## src/logic/sscap_pkg.sv

```systemverilog
// strap status capture: shared constants, register map and types
package sscap_pkg;

  // register indices as printed; the byte address is four times the index
  localparam logic [15:0] STS1_IDX = 16'h006E;
  localparam logic [15:0] STS2_IDX = 16'h006F;
  localparam logic [15:0] DLY_CTRL_IDX = 16'h0086;
  localparam logic [15:0] DLY_PS_IDX = 16'h0087;

  // first strap status word, bit positions
  localparam int STS1_MIRROR_BIT = 15;
  localparam int STS1_DOWNSHIFT_BIT = 14;
  localparam int STS1_CLKOUT_BIT = 13;
  localparam int STS1_RGIF_BIT = 12;
  localparam int STS1_XOVER_BIT = 10;
  localparam int STS1_PAIRING_BIT = 9;
  localparam int STS1_DUPLEX_BIT = 8;
  localparam int STS1_NEG_BIT = 7;
  localparam int STS1_SPEED_LSB = 5;
  localparam int STS1_ADDR_LSB = 0;

  // second strap status word, bit positions
  localparam int STS2_DROP_BIT = 10;
  localparam int STS2_TXSKEW_LSB = 4;
  localparam int STS2_RXSKEW_LSB = 0;

  // delay control and picosecond register fields
  localparam int DLY_TX_LSB = 4;
  localparam int DLY_RX_LSB = 0;
  localparam int DLY_PS_TX_LSB = 16;
  localparam int DLY_PS_RX_LSB = 0;

  // reset and seed values
  localparam logic [3:0] DLY_LARGE_SEED = 4'h7;
  localparam logic [31:0] RDATA_RESET = 32'h0000_0000;

  // delay encoding: code 0 is one step, each code adds one step
  localparam int DELAY_STEP_PS_INT = 250;
  localparam logic [11:0] DELAY_STEP_PS = 12'(DELAY_STEP_PS_INT);

  // axi responses
  localparam logic [1:0] RESP_OKAY = 2'h0;
  localparam logic [1:0] RESP_SLVERR = 2'h2;

  // latched strap levels
  typedef struct packed {
    logic mirror;
    logic downshift;
    logic clockOutputOff;
    logic reducedGigIfOff;
    logic autoCrossoverOff;
    logic forcedPairing;
    logic halfDuplex;
    logic negotiationOff;
    logic [1:0] speedChoice;
    logic [4:0] stationAddress;
    logic quickDrop;
    logic [2:0] txSkew;
    logic [2:0] rxSkew;
  } sscap_straps_t;

endpackage

```

## src/logic/sscap_strap_if.sv

```systemverilog
// strap status capture: latched strap values passed from latch to register bank
`timescale 1ns/10ps
interface sscap_strap_if;
  import sscap_pkg::*;
  sscap_straps_t latched;
  logic captured;
  modport source (output latched, output captured);
  modport sink (input latched, input captured);
endinterface

```

## src/logic/sscap_latch.sv

```systemverilog
// strap status capture: one-time strap latch after reset release
`timescale 1ns/10ps
module sscap_latch
  import sscap_pkg::*;
(
  // clock and reset
  input wire logic clk,
  input wire logic rst_n,
  // strap pin levels
  input wire sscap_straps_t pinsIn,
  // latched values
  sscap_strap_if.source strapOut
);

  typedef struct packed {
    logic captured;
    sscap_straps_t straps;
  } sscap_latch_state_t;

  sscap_latch_state_t state_q;
  sscap_latch_state_t state_d;

  // sample once on the first edge after release, then hold until next reset
  always_comb begin
    state_d = state_q;
    if (!state_q.captured) begin
      state_d.captured = 1'b1;
      state_d.straps = pinsIn;
    end
  end

  // async reset loads constants only; pins are caught by the clocked path
  always_ff @(posedge clk or negedge rst_n) begin
    if (!rst_n) begin
      state_q <= '0;
    end else begin
      state_q <= state_d;
    end
  end

  assign strapOut.latched = state_q.straps;
  assign strapOut.captured = state_q.captured;

endmodule

```

## src/logic/sscap_delay_ps.sv

```systemverilog
// strap status capture: delay code to picoseconds, one lane per channel
`timescale 1ns/10ps
module sscap_delay_ps
  import sscap_pkg::*;
#(
  parameter int LANES = 2
) (
  // clock and reset
  input wire logic clk,
  input wire logic rst_n,
  // four-bit delay codes
  input wire logic [LANES*4-1:0] codeIn,
  // delay in picoseconds, registered
  output logic [LANES*12-1:0] psOut
);

  typedef struct packed {
    logic [LANES*12-1:0] ps;
  } sscap_delay_state_t;

  sscap_delay_state_t state_q;
  sscap_delay_state_t state_d;
  wire [LANES*12-1:0] lanePs;

  // code n means (n + 1) steps of a quarter nanosecond
  for (genvar i = 0; i < LANES; i++) begin : g_lane
    assign lanePs[i*12 +: 12] = 12'(({8'h00, codeIn[i*4 +: 4]} + 12'h001) * DELAY_STEP_PS);
  end

  // one process owns the whole next state, lanes only feed it
  always_comb begin
    state_d.ps = lanePs;
  end

  always_ff @(posedge clk or negedge rst_n) begin
    if (!rst_n) begin
      state_q <= '0;
    end else begin
      state_q <= state_d;
    end
  end

  assign psOut = state_q.ps;

endmodule

```

## src/logic/sscap_top.sv

```systemverilog
// strap status capture: axi4-lite register bank reporting latched straps
`timescale 1ns/10ps
module sscap_top
  import sscap_pkg::*;
#(
  parameter int ADDR_W = 12,
  parameter bit LARGE_PKG = 1'b1
) (
  // clock and reset
  input wire logic clk,
  input wire logic rst_n,
  // strap pins, level at reset release
  input wire logic strapMirror,
  input wire logic strapDownshift,
  input wire logic strapClockOutputOff,
  input wire logic strapReducedGigIfOff,
  input wire logic strapAutoCrossoverOff,
  input wire logic strapForcedPairing,
  input wire logic strapHalfDuplex,
  input wire logic strapNegotiationOff,
  input wire logic [1:0] strapSpeedChoice,
  input wire logic [4:0] strapStationAddress,
  input wire logic strapQuickDrop,
  input wire logic [2:0] strapTxSkew,
  input wire logic [2:0] strapRxSkew,
  // axi4-lite write address
  input wire logic [ADDR_W-1:0] s_axi_awaddr,
  input wire logic [2:0] s_axi_awprot,
  input wire logic s_axi_awvalid,
  output logic s_axi_awready,
  // axi4-lite write data
  input wire logic [31:0] s_axi_wdata,
  input wire logic [3:0] s_axi_wstrb,
  input wire logic s_axi_wvalid,
  output logic s_axi_wready,
  // axi4-lite write response
  output logic [1:0] s_axi_bresp,
  output logic s_axi_bvalid,
  input wire logic s_axi_bready,
  // axi4-lite read address
  input wire logic [ADDR_W-1:0] s_axi_araddr,
  input wire logic [2:0] s_axi_arprot,
  input wire logic s_axi_arvalid,
  output logic s_axi_arready,
  // axi4-lite read data
  output logic [31:0] s_axi_rdata,
  output logic [1:0] s_axi_rresp,
  output logic s_axi_rvalid,
  input wire logic s_axi_rready
);

  // every register is one aligned word, so the two low address bits are dropped
  localparam int IDX_W = ADDR_W - 2;

  ////////////////////////////////////////////////////////////////////////////
  // strap latch and delay conversion

  // the latch owns the strap snapshot; this block only reads it
  sscap_strap_if strapBus ();
  sscap_straps_t pinLevels;
  logic [7:0] delayCodes;
  logic [23:0] delayPs;

  // gather pins into one word for the latch
  always_comb begin
    pinLevels.mirror = strapMirror;
    pinLevels.downshift = strapDownshift;
    pinLevels.clockOutputOff = strapClockOutputOff;
    pinLevels.reducedGigIfOff = strapReducedGigIfOff;
    pinLevels.autoCrossoverOff = strapAutoCrossoverOff;
    pinLevels.forcedPairing = strapForcedPairing;
    pinLevels.halfDuplex = strapHalfDuplex;
    pinLevels.negotiationOff = strapNegotiationOff;
    pinLevels.speedChoice = strapSpeedChoice;
    pinLevels.stationAddress = strapStationAddress;
    pinLevels.quickDrop = strapQuickDrop;
    pinLevels.txSkew = strapTxSkew;
    pinLevels.rxSkew = strapRxSkew;
  end

  sscap_latch u_latch (
    .clk(clk),
    .rst_n(rst_n),
    .pinsIn(pinLevels),
    .strapOut(strapBus.source)
  );

  sscap_delay_ps #(
    .LANES(2)
  ) u_delay (
    .clk(clk),
    .rst_n(rst_n),
    .codeIn(delayCodes),
    .psOut(delayPs)
  );

  ////////////////////////////////////////////////////////////////////////////
  // state

  typedef struct packed {
    logic seeded;
    logic [3:0] txCode;
    logic [3:0] rxCode;
    logic awReady;
    // write address and data wait here until both halves have arrived
    logic awHeld;
    logic [IDX_W-1:0] awIdx;
    logic wReady;
    logic wHeld;
    logic [31:0] wData;
    logic [3:0] wStrb;
    logic bValid;
    logic [1:0] bResp;
    logic arReady;
    logic rValid;
    logic [31:0] rData;
    logic [1:0] rResp;
  } sscap_top_state_t;

  sscap_top_state_t state_q;
  sscap_top_state_t state_d;

  ////////////////////////////////////////////////////////////////////////////
  // status words built from latched straps

  sscap_straps_t lat;
  logic [15:0] statusOne;
  logic [15:0] statusTwo;

  assign lat = strapBus.latched;

  // unused bits stay zero, including the variant-dependent reserved ones
  always_comb begin
    statusOne = 16'h0000;
    statusOne[STS1_MIRROR_BIT] = lat.mirror;
    statusOne[STS1_DOWNSHIFT_BIT] = lat.downshift;
    statusOne[STS1_CLKOUT_BIT] = LARGE_PKG ? lat.clockOutputOff : 1'b0;
    statusOne[STS1_RGIF_BIT] = lat.reducedGigIfOff;
    statusOne[STS1_XOVER_BIT] = lat.autoCrossoverOff;
    statusOne[STS1_PAIRING_BIT] = lat.forcedPairing;
    statusOne[STS1_DUPLEX_BIT] = lat.halfDuplex;
    statusOne[STS1_NEG_BIT] = lat.negotiationOff;
    if (LARGE_PKG) begin
      statusOne[STS1_SPEED_LSB +: 2] = lat.speedChoice;
      statusOne[STS1_ADDR_LSB +: 5] = lat.stationAddress;
    end else begin
      statusOne[STS1_SPEED_LSB] = lat.speedChoice[0];
      statusOne[STS1_ADDR_LSB +: 4] = lat.stationAddress[3:0];
    end
    statusTwo = 16'h0000;
    statusTwo[STS2_DROP_BIT] = lat.quickDrop;
    if (!LARGE_PKG) begin
      statusTwo[STS2_TXSKEW_LSB +: 3] = lat.txSkew;
      statusTwo[STS2_RXSKEW_LSB +: 3] = lat.rxSkew;
    end
  end

  // the picosecond view trails the codes by one cycle
  assign delayCodes = {state_q.txCode, state_q.rxCode};

  ////////////////////////////////////////////////////////////////////////////
  // read decode

  logic [IDX_W-1:0] arIdx;
  logic [31:0] readWord;
  logic readHit;

  // decoded live, so the read address must stand until arready is seen
  assign arIdx = s_axi_araddr[ADDR_W-1:2];

  // 16-bit registers sit in the low half, upper half reads zero
  always_comb begin
    readWord = RDATA_RESET;
    readHit = 1'b1;
    if (arIdx == STS1_IDX[IDX_W-1:0]) begin
      readWord = {16'h0000, statusOne};
    end else if (arIdx == STS2_IDX[IDX_W-1:0]) begin
      readWord = {16'h0000, statusTwo};
    end else if (arIdx == DLY_CTRL_IDX[IDX_W-1:0]) begin
      readWord[DLY_TX_LSB +: 4] = state_q.txCode;
      readWord[DLY_RX_LSB +: 4] = state_q.rxCode;
    end else if (arIdx == DLY_PS_IDX[IDX_W-1:0]) begin
      readWord[DLY_PS_TX_LSB +: 12] = delayPs[23:12];
      readWord[DLY_PS_RX_LSB +: 12] = delayPs[11:0];
    end else begin
      readHit = 1'b0;
    end
  end

  ////////////////////////////////////////////////////////////////////////////
  // next state

  logic writeFire;
  logic writeHit;

  always_comb begin
    state_d = state_q;
    writeFire = 1'b0;
    writeHit = 1'b0;

    // seed delay codes from straps once the latch has them
    // the larger layout has no skew straps, so both codes start mid-range
    if (strapBus.captured && !state_q.seeded) begin
      state_d.seeded = 1'b1;
      if (LARGE_PKG) begin
        state_d.txCode = DLY_LARGE_SEED;
        state_d.rxCode = DLY_LARGE_SEED;
      end else begin
        state_d.txCode = {1'b0, lat.txSkew};
        state_d.rxCode = {1'b0, lat.rxSkew};
      end
    end

    // address and data are taken independently, in either order
    if (s_axi_awvalid && state_q.awReady) begin
      state_d.awHeld = 1'b1;
      state_d.awIdx = s_axi_awaddr[ADDR_W-1:2];
    end
    if (s_axi_wvalid && state_q.wReady) begin
      state_d.wHeld = 1'b1;
      state_d.wData = s_axi_wdata;
      state_d.wStrb = s_axi_wstrb;
    end

    // perform the write once both halves are held
    if (state_q.awHeld && state_q.wHeld && !state_q.bValid) begin
      writeFire = 1'b1;
      state_d.awHeld = 1'b0;
      state_d.wHeld = 1'b0;
      state_d.bValid = 1'b1;
      // status words accept the write but keep the strap values
      writeHit = (state_q.awIdx == STS1_IDX[IDX_W-1:0]) ||
                 (state_q.awIdx == STS2_IDX[IDX_W-1:0]) ||
                 (state_q.awIdx == DLY_CTRL_IDX[IDX_W-1:0]) ||
                 (state_q.awIdx == DLY_PS_IDX[IDX_W-1:0]);
      state_d.bResp = writeHit ? RESP_OKAY : RESP_SLVERR;
      // both delay codes live in the low byte lane
      if (state_q.awIdx == DLY_CTRL_IDX[IDX_W-1:0] && state_q.wStrb[0]) begin
        state_d.txCode = state_q.wData[DLY_TX_LSB +: 4];
        state_d.rxCode = state_q.wData[DLY_RX_LSB +: 4];
      end
    end
    if (state_q.bValid && s_axi_bready) begin
      state_d.bValid = 1'b0;
    end

    // one write at a time: no new address or data until the response is gone
    state_d.awReady = state_d.seeded && !state_d.awHeld && !state_d.bValid && !writeFire;
    state_d.wReady = state_d.seeded && !state_d.wHeld && !state_d.bValid && !writeFire;

    // read: answer is registered in the cycle the address is taken
    // reads never wait on the write path, the two run independently
    if (s_axi_arvalid && state_q.arReady) begin
      state_d.rValid = 1'b1;
      state_d.rData = readWord;
      state_d.rResp = readHit ? RESP_OKAY : RESP_SLVERR;
    end else if (state_q.rValid && s_axi_rready) begin
      state_d.rValid = 1'b0;
    end
    state_d.arReady = state_d.seeded && !state_d.rValid;
  end

  // ready stays low until the straps are latched and seeded, so no read
  // can ever see pre-capture zeros
  always_ff @(posedge clk or negedge rst_n) begin
    if (!rst_n) begin
      state_q <= '0;
    end else begin
      state_q <= state_d;
    end
  end

  ////////////////////////////////////////////////////////////////////////////
  // outputs, all straight from flip-flops
  // protection bits are accepted and ignored; every access has the same rights

  assign s_axi_awready = state_q.awReady;
  assign s_axi_wready = state_q.wReady;
  assign s_axi_bvalid = state_q.bValid;
  assign s_axi_bresp = state_q.bResp;
  assign s_axi_arready = state_q.arReady;
  assign s_axi_rvalid = state_q.rValid;
  assign s_axi_rdata = state_q.rData;
  assign s_axi_rresp = state_q.rResp;

endmodule

```

## config.mk

```make
export PLATFORM = sky130hd
export DESIGN_NAME = sscap_top
export DESIGN_NICKNAME = d
export VERILOG_FILES = /design/src/logic/sscap_pkg.sv /design/src/logic/sscap_strap_if.sv /design/src/logic/sscap_latch.sv /design/src/logic/sscap_delay_ps.sv /design/src/logic/sscap_top.sv
export SDC_FILE = /design/constraint.sdc
export NUM_CORES = 1
export LEC_CHECK = 0
export BUFFER_PORTS_ARGS = -buffer_cell sky130_fd_sc_hd__buf_4
export CAP_MARGIN = 20
export CORE_MARGIN = 3
export CORE_UTILIZATION = 49
export DETAILED_ROUTE_END_ITERATION = 10
export PLACE_DENSITY = 0.76
export RECOVER_POWER = 50
export SYNTH_ARGS = -nofsm -noshare
export SYNTH_HDL_FRONTEND = slang
export SYNTH_HIERARCHICAL = 1
export SYNTH_SLANG_ARGS = --single-unit
export TNS_END_PERCENT = 5
```

## constraint.sdc

```tcl
create_clock -name clk -period 4 [get_ports clk]
set_clock_uncertainty 0.15 [all_clocks]
set_input_delay 0.2 -clock clk [delete_from_list [all_inputs] [get_ports clk]]
set_output_delay 0.2 -clock clk [all_outputs]
set_load 0.05 [all_outputs]
```

# [Word level (Yosys, flattened, before mapping)]
# Cells that the tools add are included.
# Widths: inputs -> output; s select.
[word_totals] regBits=137 latchBits=0 ramBits=0 romBits=0 n_memories=0
[op_classes] n_addsub=2 mul=2 div_mod_pow=0 n_lt_le_gt_ge=0 n_eq_ne=8 shift=0 muxes=26 bitwise=0 reduce_logical=26
[op_table] op="$mux 12" n=5
[op_table] op="$eq 10x7->1 const B" n=4
[op_table] op="$eq 10x8->1 const B" n=4
[op_table] op="$mux 37" n=1
[op_table] op="$mux 28" n=1
[op_table] op="$mul 12x7->11 const B" n=2
[op_table] op="$mux 8" n=3
[op_table] op="$logic_and 1x1->1" n=16
[op_table] op="$mux 11" n=1
[op_table] op="$add 4x1->5 const B" n=2
[op_table] op="$mux 1" n=10
[op_table] op="$mux 9" n=1
[op_table] op="$logic_not 1->1" n=7
[op_table] op="$mux 2" n=2
[op_table] op="$mux 4" n=1
[op_table] op="$logic_or 1x1->1" n=3
[op_table] op="$mux 3" n=1

# [Logic depth before layout (Yosys ltp)]
# Gate-level depths: netlist (run 1).
[logic_depth] depth_word=10 ltp_mapped=13

# [Hierarchy]
# Netlist (run 1), hierarchy kept.
[by_module_without_submodules] module="sscap_top" n_inst=1 cells_each=249 area_each_um2=3062.9 seq_area_each_um2=1626.6
[by_module_without_submodules] module="sscap_delay_ps" n_inst=1 cells_each=193 area_each_um2=2035.7 seq_area_each_um2=550.5
[by_module_without_submodules] module="sscap_latch" n_inst=1 cells_each=48 area_each_um2=849.6 seq_area_each_um2=575.6

# [Worst setup path before layout (run 1)]
# OpenSTA, ideal clock, no wires.
[synth_timing] path_type="reg-to-reg" from="register state_q (netlist bit delayCodes[4])" to="register u_delay.state_q (netlist bit u_delay/psOut[23])" arrival_time_ps=3835 required_ps=3720 setup_slack_ps=-115 path_stages_with_launch=14 path_buffers=0 cell_sequence="dfrtp_1 > ha_1 > and3_1 > fa_1 > inv_1 > fa_1 > inv_1 > fa_1 > inv_1 > ha_1 > and3_1 > a221o_1 > o41ai_2 > xnor2_1"
[synth_between] elab_chain_len=2
[synth_lines] item="start, declared" line_no="sscap_top.sv:120" source="sscap_top_state_t state_q;"
[synth_lines] item="start signal, assigned" line_no="sscap_top.sv:269" source="state_q <= state_d;"
[synth_lines] item="$add 4x1->5" line_no="sscap_delay_ps.sv:27" source="assign lanePs[i*12 +: 12] = 12'(({8'h00, codeIn[i*4 +: 4]} + 12'h001) * DELAY_STEP_PS);"
[synth_lines] item="$mul 12x7->11" line_no="sscap_delay_ps.sv:27"
[synth_lines] item="via u_delay.lanePs[23]" line_no="sscap_delay_ps.sv:23" source="wire [LANES*12-1:0] lanePs;"
[synth_lines] item="end signal, assigned" line_no="sscap_delay_ps.sv:39" source="state_q <= state_d;"
[synth_lines] item="end, declared" line_no="sscap_delay_ps.sv:21" source="sscap_delay_state_t state_q;"
# The timed path passes the listed nets, and every way through them passes these cells.
# A chain may end at the register's enable or synchronous reset.

# [Worst setup path after layout (run 1)]
[layout_timing] from="register state_q (netlist bit delayCodes[5])" to="register u_delay.state_q (netlist bit u_delay/psOut[23])"
# The elaborated chain is that of the path after synthesis.

==> summary.md, run 1 <==
| Metric | Value |
|---|---|
| Status | `complete, but fails checks` |
| Failing checks | `max-capacitance violations, max-slew violations` |
| Vias | `3809` |
| CTS tree | `yes` |
| Placer's final routability congestion estimate | `0.806` |
| Remaining Overflow, GRT | `0` |
| I/O Buffers | `86` |
| Hold path startpoint | `s_axi_araddr[5]` |
| Synth Area per Inst | `12.0 um^2` |
| Num ports | `136` |
| Routed len/inst | `16.0 um` |
| GRT Overall Usage | `19.4%` |
| Vias in the first global route | `4150` |
| Final #Nets | `740` |
| Clock buffer depth | `2` |
| Critical setup path kind | `flip-flop to flip-flop` |
| Largest net degree at the start of global routing | `85` |
| Root Buffer | `clkbuf_16` |
| Clock latency on the worst-skew pair | `0.35 ns` |
| Worst EP required | `4.13 ns` |
| Starting Density | `51.5%` |
| Htree depth | `3` |
| Post-layout min period | `3.89 ns` |
| Count of final max-slew check failures | `78` |
| TritonCTS buffer count | `9` |
| DRC errors left | `0` |
| Syn Inst Count | `478` |
| Clock transition at path regs | `0.07 ns` |
| Crit Path Max Fanout | `4` |
| Slew @ Worst Pin | `1.80 ns` |
| Final hold vios | `0` |
| Mapped Area | `0.00573 mm^2` |
| Placed Cells | `677` |
| Proportion of layout cells with a drive suffix above 1 | `24.8%` |
| Post-layout utilization of the core | `62.7%` |
| WL final | `11800 um` |
| Clock Sinks | `104` |
| Layout area overhead | `21.7%` |
| Max-cap check violation count | `1` |
| Yosys warns | `6` |
| Leakage | `3.46 nW` |
| Worst min-delay path class | `input port to flip-flop` |
| Max frequency | `257 MHz` |
| Die width | `114 um` |
| Max VDD drop | `0.000358 V` |
| DIE AREA | `0.0130 mm^2` |
| Reg-to-Reg Start | `delayCodes[5]` |
| Pwr per Cell Area | `541 mW/mm^2` |
| First-pass GRT wire length | `19700 um` |
| Vias per inst | `5.17` |
| ANT nets after route | `0` |
| RSZ-0062 raised after global routing | `no` |
| Pre-antenna DRT Iters | `5` |
| N_diodes | `0` |
| Core box area | `0.0111 mm^2` |
| Post-detail-place hpwl | `8250 um` |
| Hold WS | `0.0245 ns` |
| Crit path DAT | `4.02 ns` |
| Finished Layout Cells | `737` |
| Die height | `114 um` |
| Num rows | `38` |
| Crit share post-route | `97.2%` |
| Startpoint Class | `flip-flop` |
| Crit. End Element | `flip-flop` |
| Initial DRC count | `171` |
| Final worst setup slack | `0.112 ns` |
| Pre-CTS WS | `-0.0518 ns` |
| Final setup violation count | `0` |
| Initial antenna violation count | `0` |
| Slew headroom | `-19.7%` |
| Critical Path Source | `delayCodes[5]` |
[worst max-delay path, cell delays in order, from the launching register on]
cell and delay (ns):
dfrtp_2 0.44, ha_4 0.19, and3_4 0.15, fa_1 0.54, inv_2 0.06, fa_1 0.48
inv_1 0.05, fa_1 0.49, inv_2 0.04, ha_4 0.21, and3_4 0.16, a221o_1 0.34
o41ai_2 0.35, xnor2_1 0.16
[power by group]
group          switching (mW)  internal (mW)
logic                   0.773          0.741
clock network           0.366          0.435
registers               0.149           1.31
[metrics by stage]
step	instance area [um^2]	setup TNS (ns)	power (mW)
after floorplan	5780	0	2.52
after global placement	6360	0	2.84
after detailed placement	6360	-0.0518	2.92
after CTS	7030	0	3.76
after global routing	6970	0	4.05
final	6970	0	3.77
[state kept, by name (all words and copies together) (netlist names), 8 cells and up]
name and cells:
u_delay/psOut 22, delayCodes 8, s_axi_rdata 28, state_q 22, u_latch/strapOut.latched 16
[layout by cell type (no fill, tap or decap), drive strengths merged, types with 4 or more instances in the layout]
master         n
dfrtp        104
buf           74
inv           53
clkbuf        45
dlygate4sd3   40
mux2          39
ha            35
nand2         20
a22o          18
fa            18
xnor2         18
nor2          14
mux2i         14
a21oi         11
conb          10
nor2b          9
o221ai         9
nand3          7
o21ai          5
nor3           5
clkinv         4
xor2           4
[per-layer routing]
| layer | routed length, um | vias to the layer above | GRT usage (%) |
|---|---|---|---|
| met5 | 0 | - | 0 |
| met4 | 116 | 0 | 5.70 |
| met3 | 680 | 13 | 6.03 |
| met2 | 5880 | 101 | 32.8 |
| met1 | 5100 | 1884 | 24.0 |
| li1 | - | 1811 | - |
[timing repair]
| item | CTS | global route |
|---|---|---|
| hold endpoints to repair | 122 | 0 |
| resized for setup | 0 | 8 |
| hold buffers | 40 | 0 |
| setup endpoints to repair | 1 | 2 |
| buffers inserted | 0 | 3 |
| pin swaps | 1 | 9 |
[path summary, 6_finish.rpt]
path                                endpoint  slack [ns]  cells after the start
min                          s_axi_rdata[10]        0.02                      4
min in group asynchronous     s_axi_rdata[1]        0.14                      2
max                        u_delay/psOut[23]        0.11                     13
max reg2reg                u_delay/psOut[23]        0.11                     13
min reg2reg                  s_axi_rdata[19]        0.31                      1
max in group asynchronous      delayCodes[5]        1.36                      3
[cell type report]
| class | instances | area [um^2] |
|---|---|---|
| clock inverters | 4 | 20.0 |
| clock buffers | 12 | 246 |
| inverters | 53 | 199 |
| repair buffers | 147 | 1080 |
| multi-input cells | 277 | 2650 |
| fillers | 889 | 4150 |
| flip-flops and latches | 104 | 2610 |
| well taps | 140 | 175 |
Power figures use the tool's default switching activity.
==> inputs of run 2 (changes only) <==
PLACE_DENSITY = 0.78   (was 0.76)
SLEW_MARGIN = 10   (was unset)
==> summary.md, run 2 (synthesized netlist as in run 1, its figures left out) <==
| Metric | Value |
|---|---|
| Combinational Power Share | `37.7% (was 40.2%)` |
| Most frequent cells in the layout | `106 x buf_4, 101 x dfrtp_1, 51 x inv_1 (was 101 x dfrtp_1, 74 x buf_4, 51 x inv_1)` |
| Max frequency | `258 MHz (was 257 MHz)` |
| Final #Nets | `740 (unchanged)` |
| Largest net degree at the start of global routing | `78 (was 85)` |
| Sequential Power Share | `37.1% (was 38.6%)` |
| Placer's final routability congestion estimate | `0.775 (was 0.806)` |
| Core box area | `0.0111 mm^2 (unchanged)` |
| Crit path DAT | `4.00 ns (was 4.02 ns)` |
| GRT Overall Usage | `18.5% (was 19.4%)` |
| Final worst setup slack | `0.127 ns (was 0.112 ns)` |
| Final hold vios | `0 (unchanged)` |
| Worst min-delay path class | `input port to flip-flop (unchanged)` |
| Routed len/inst | `15.7 um (was 16.0 um)` |
| Die height | `114 um (unchanged)` |
| Initial DRC count | `144 (was 171)` |
| Pre-antenna DRT Iters | `4 (was 5)` |
| CTS tree | `yes (unchanged)` |
| Root Buffer | `clkbuf_16 (unchanged)` |
| Vias in the first global route | `3931 (was 4150)` |
| Final setup violation count | `0 (unchanged)` |
| First-pass GRT wire length | `18900 um (was 19700 um)` |
| Vias per inst | `5.09 (was 5.17)` |
| DIE AREA | `0.0130 mm^2 (unchanged)` |
| Max VDD drop | `0.000465 V (was 0.000358 V)` |
| Initial antenna violation count | `0 (unchanged)` |
| Max-cap check violation count | `0 (was 1)` |
| I/O Buffers | `86 (unchanged)` |
| Clock latency on the worst-skew pair | `0.35 ns (about the same)` |
| Startpoint Class | `flip-flop (unchanged)` |
| Switch share | `32.5% (was 34.1%)` |
| Crit Path Max Fanout | `4 (unchanged)` |
| Register area | `0.00261 mm^2 (unchanged)` |
| Pre-CTS WS | `-0.0153 ns (was -0.0518 ns)` |
| Net Sw Power | `1.27 mW (was 1.29 mW)` |
| Power Total | `3.91 mW (was 3.77 mW)` |
| Post-detail-place hpwl | `8040 um (was 8250 um)` |
| WL final | `11600 um (was 11800 um)` |
| Clock Sinks | `104 (unchanged)` |
| Crit share post-route | `96.8% (was 97.2%)` |
| Starting Density | `51.5% (unchanged)` |
| Worst EP required | `4.12 ns (was 4.13 ns)` |
| Vias | `3748 (was 3809)` |
| DRC errors left | `0 (unchanged)` |
| Final setup TNS | `0 ns (unchanged)` |
| Num rows | `38 (unchanged)` |
| Commonest non-fill, non-tap cell in the layout | `buf_4 (was dfrtp_1)` |
| TritonCTS buffer count | `9 (unchanged)` |
| Pwr per Cell Area | `546 mW/mm^2 (was 541 mW/mm^2)` |
| Post-layout utilization of the core | `64.4% (was 62.7%)` |
| Clock transition at path regs | `0.07 ns (about the same)` |
| Area of the multi-input gates | `0.00264 mm^2 (was 0.00265 mm^2)` |
| Die width | `114 um (unchanged)` |
| Crit. End Element | `flip-flop (unchanged)` |
| Slew headroom | `36.1% (was -19.7%)` |
| Leakage | `3.62 nW (was 3.46 nW)` |
| Status | `completed (was complete, but fails checks)` |
| Number of flip-flops in the largest register | `28 (unchanged)` |
| Clock buffer depth | `2 (unchanged)` |
| Proportion of layout cells with a drive suffix above 1 | `30.3% (was 24.8%)` |
| Count of final max-slew check failures | `0 (was 78)` |
| Clk network pwr share | `25.2% (was 21.2%)` |
| Slew @ Worst Pin | `0.959 ns (was 1.80 ns)` |
| N_diodes | `0 (unchanged)` |
| Critical setup path kind | `flip-flop to flip-flop (unchanged)` |
| Layout area overhead | `25.0% (was 21.7%)` |
| Remaining Overflow, GRT | `0 (unchanged)` |
| Fillers | `841 (was 889)` |
| Internal power | `2.64 mW (was 2.48 mW)` |
| Post-layout min period | `3.87 ns (was 3.89 ns)` |
| Num ports | `136 (unchanged)` |
| Htree depth | `3 (unchanged)` |
| ANT nets after route | `0 (unchanged)` |
[run 2: power by group through the flow]
stage	clock [mW]	sequential, mW	combinational (mW)
global placement	0	1.45	1.36
finish	0.984	1.45	1.48
CTS	1.01	1.45	1.47
detailed placement	0	1.47	1.42
floorplan	0	1.49	1.03
global route	1.05	1.48	1.65
[run 2: worst paths after layout]
check	from	endpoint	slack [ns]	cells past startpoint
min reg2reg	u_delay/psOut[11]	s_axi_rdata[11]	0.31	1
max in group asynchronous	rst_n	state_q[80]	2.41	3
max	delayCodes[4]	u_delay/psOut[23]	0.13	13
min in group asynchronous	rst_n	u_delay/psOut[1]	0.38	2
min	s_axi_araddr[5]	s_axi_rdata[10]	0.03	4
max reg2reg	delayCodes[4]	u_delay/psOut[23]	0.13	13
[run 2: metal layers]
layer	vias up	track usage, %	part of all wire (%)
met4	0	3.56	0.61
li1	1802	-	-
met2	85	32.0	50
met5	-	0	0
met1	1855	23.2	44
met3	6	5.66	5.1
[run 2: repair_timing]
item,in CTS,in global routing
hold endpoints to repair,115,0
hold buffers,40,0
pin swaps,1,8
gates resized for setup,0,7
setup endpoints to repair,1,2
buffers inserted,0,4
[run 2: area by class of cell]
cell class / instances / share of cell area [%]
multi-input combinational: 277 / 36.8
sequential: 104 / 36.4
timing repair buffer: 147 / 16.9
clock buffer: 10 / 3.20
inverter: 53 / 2.78
tap: 140 / 2.45
clock inverter: 6 / 1.50
[run 2: critical path, stage by stage (launching register included)]
cell and delay (ns):
dfrtp_2 0.45, ha_4 0.19, and3_4 0.17, fa_1 0.53
inv_2 0.05, fa_1 0.47, inv_1 0.05, fa_1 0.49
inv_2 0.05, ha_4 0.22, and3_1 0.16, a221o_1 0.33
o41ai_2 0.32, xnor2_1 0.15
[run 2: per-stage QoR]
stage,instance area (um^2),instances,hold WS [ns]
after global placement,6360,676,0.249
after floorplan,5780,484,-0.246
final,7160,737,0.0292
after CTS,7090,732,0.0173
after global routing,7160,737,0.0500
after detailed placement,6360,676,0.267
==> inputs of run 3 (changes only) <==
CORE_MARGIN = unset   (was 3)
PLACE_DENSITY = unset   (was 0.78)
PLACE_DENSITY_LB_ADDON = 0.2   (was unset)
==> summary.md, run 3 (synthesized netlist as in run 1, its figures left out) <==
| Metric | Value |
|---|---|
| Final hold vios | `0 (unchanged)` |
| Starting Density | `50.2% (was 51.5%)` |
| Slew headroom | `-7.74% (was 36.1%)` |
| Sequential Power Share | `38.5% (was 37.1%)` |
| Post-layout min period | `3.88 ns (was 3.87 ns)` |
| ANT nets after route | `0 (unchanged)` |
| Placer's final routability congestion estimate | `0.811 (was 0.775)` |
| Switch share | `33.4% (was 32.5%)` |
| Proportion of layout cells with a drive suffix above 1 | `23.2% (was 30.3%)` |
| Htree depth | `3 (unchanged)` |
| Clock transition at path regs | `0.07 ns (about the same)` |
| Initial antenna violation count | `0 (unchanged)` |
| Fillers | `963 (was 841)` |
| Critical setup path kind | `flip-flop to flip-flop (unchanged)` |
| RSZ-0062 raised after global routing | `no` |
| DRC errors left | `0 (unchanged)` |
| CP most frequent cell | `fa_1 (unchanged)` |
| Crit-path slowest cell | `fa_1 (unchanged)` |
| Post-layout utilization of the core | `60.9% (was 64.4%)` |
| Worst min-delay path class | `input port to flip-flop (unchanged)` |
| Max frequency | `258 MHz (about the same)` |
| Leakage | `3.43 nW (was 3.62 nW)` |
| Slew @ Worst Pin | `1.62 ns (was 0.959 ns)` |
| Clock buffer depth | `2 (unchanged)` |
| Startpoint Class | `flip-flop (unchanged)` |
| Net Sw Power | `1.25 mW (was 1.27 mW)` |
| Root Buffer | `clkbuf_16 (unchanged)` |
| Vias | `3724 (was 3748)` |
| TritonCTS buffer count | `9 (unchanged)` |
| Post-detail-place hpwl | `7840 um (was 8040 um)` |
| Pwr per Cell Area | `540 mW/mm^2 (was 546 mW/mm^2)` |
| Critical-path cell list | `ha_4, and3_4, fa_1, inv_2, fa_1, inv_1, fa_1, inv_2, ha_4, and3_1, a221o_1, o41ai_2, xnor2_1 (unchanged)` |
| DIE AREA | `0.0121 mm^2 (was 0.0130 mm^2)` |
| Largest net degree at the start of global routing | `67 (was 78)` |
| Vias in the first global route | `3735 (was 3931)` |
| Remaining Overflow, GRT | `0 (unchanged)` |
| WL final | `10700 um (was 11600 um)` |
| Clock Sinks | `104 (unchanged)` |
| Crit. End Element | `flip-flop (unchanged)` |
| Final setup TNS | `0 ns (unchanged)` |
| Die width | `110 um (was 114 um)` |
| Number of flip-flops in the largest register | `28 (unchanged)` |
| CTS tree | `yes (unchanged)` |
| Combinational Power Share | `38.2% (was 37.7%)` |
| Status | `complete, but fails checks (was completed)` |
| Pre-antenna DRT Iters | `4 (unchanged)` |
| Max VDD drop | `0.000345 V (was 0.000465 V)` |
| Layout area overhead | `21.4% (was 25.0%)` |
| Crit path largest cell delay | `0.54 ns (was 0.53 ns)` |
| GRT Overall Usage | `19.3% (was 18.5%)` |
| Final #Nets | `739 (was 740)` |
| I/O Buffers | `86 (unchanged)` |
| Initial DRC count | `131 (was 144)` |
| Worst EP required | `4.12 ns (about the same)` |
| First-pass GRT wire length | `17600 um (was 18900 um)` |
| Max-cap check violation count | `1 (was 0)` |
| Crit share post-route | `96.9% (was 96.8%)` |
| N_diodes | `0 (unchanged)` |
| Num rows | `39 (was 38)` |
| Routed len/inst | `14.5 um (was 15.7 um)` |
| Failing checks | `max-capacitance violations, max-slew violations` |
| Clk network pwr share | `23.2% (was 25.2%)` |
| Commonest non-fill, non-tap cell in the layout | `dfrtp_1 (was buf_4)` |
| Final setup violation count | `0 (unchanged)` |
| Clock latency on the worst-skew pair | `0.35 ns (about the same)` |
| Vias per inst | `5.04 (was 5.09)` |
| Die height | `110 um (was 114 um)` |
| Internal power | `2.50 mW (was 2.64 mW)` |
| Most frequent cells in the layout | `102 x dfrtp_1, 65 x buf_4, 51 x inv_1 (was 106 x buf_4, 101 x dfrtp_1, 51 x inv_1)` |
| Count of final max-slew check failures | `67 (was 0)` |
| Crit Path Max Fanout | `4 (unchanged)` |
| Crit path DAT | `4.00 ns (about the same)` |
| Num ports | `136 (unchanged)` |
| Core box area | `0.0114 mm^2 (was 0.0111 mm^2)` |
[run 3: worst paths after layout]
check	start	endpoint	slack, ns	depth (start not counted)
worst max-delay path	delayCodes[5]	u_delay/psOut[23]	0.12	13
worst min-delay path	s_axi_araddr[7]	s_axi_rdata[10]	0.02	4
worst max register to register	delayCodes[5]	u_delay/psOut[23]	0.12	13
worst min register to register	u_delay/psOut[14]	s_axi_rdata[18]	0.31	1
max in group asynchronous	rst_n	delayCodes[4]	1.98	2
min in group asynchronous	rst_n	s_axi_rdata[23]	0.66	2
[run 3: area by class of cell]
cell class	instances	area (um^2)	area share (%)
Multi-Input combinational cell	277	2630	37.8
Sequential cell	104	2610	37.5
Timing Repair Buffer	146	1040	15.0
Clock buffer	11	243	3.49
Inverter	53	199	2.86
Tap cell	143	179	2.57
Clock inverter	5	56.3	0.809
[run 3: per-layer routing]
| layer | global-route usage, % | up-vias | wire length [um] |
|---|---|---|---|
| met4 | 8.27 | 0 | 185 |
| met2 | 31.4 | 86 | 5100 |
| li1 | - | 1807 | - |
| met3 | 3.88 | 14 | 468 |
| met5 | 0 | - | 0 |
| met1 | 25.2 | 1817 | 5000 |
[run 3: critical path: cells and delay by family (launching register included)]
kind,cells,cell delay [ns]
xor+xnor,1,0.15
buf+inv,3,0.15
flops,1,0.44
simple gates,2,0.33
fa+ha+maj,5,1.93
compound gates,2,0.65
[run 3: power groups by stage]
stage / Clock, mW / Sequential (mW) / Combinational, mW
after floorplan: 0 / 1.49 / 1.03
after global placement: 0 / 1.46 / 1.37
after detailed placement: 0 / 1.47 / 1.42
after CTS: 0.902 / 1.45 / 1.46
after global routing: 0.945 / 1.48 / 1.61
final: 0.873 / 1.45 / 1.44
[run 3: what timing repair did]
| action | in CTS | in global routing |
|---|---|---|
| pin swaps | 1 | 7 |
| gates resized for setup | 0 | 5 |
| endpoints found under the hold margin | 103 | 0 |
| endpoints found under the setup margin | 1 | 1 |
| buffers inserted | 0 | 2 |
| hold buffers | 40 | 0 |
[run 3: through the flow]
step / cells / hold WS, ns / setup slack, ns / power [mW] / area [um^2]
5_1_grt: 739 / 0.0238 / 0.00382 / 4.04 / 6960
2_1_floorplan: 484 / -0.246 / 0.00754 / 2.52 / 5780
3_5_place_dp: 681 / 0.211 / -0.0390 / 2.89 / 6370
4_1_cts: 737 / 0.00651 / 0.0104 / 3.81 / 7070
3_3_place_gp: 681 / 0.201 / 0.0322 / 2.82 / 6370
6_report: 739 / 0.0198 / 0.125 / 3.76 / 6960
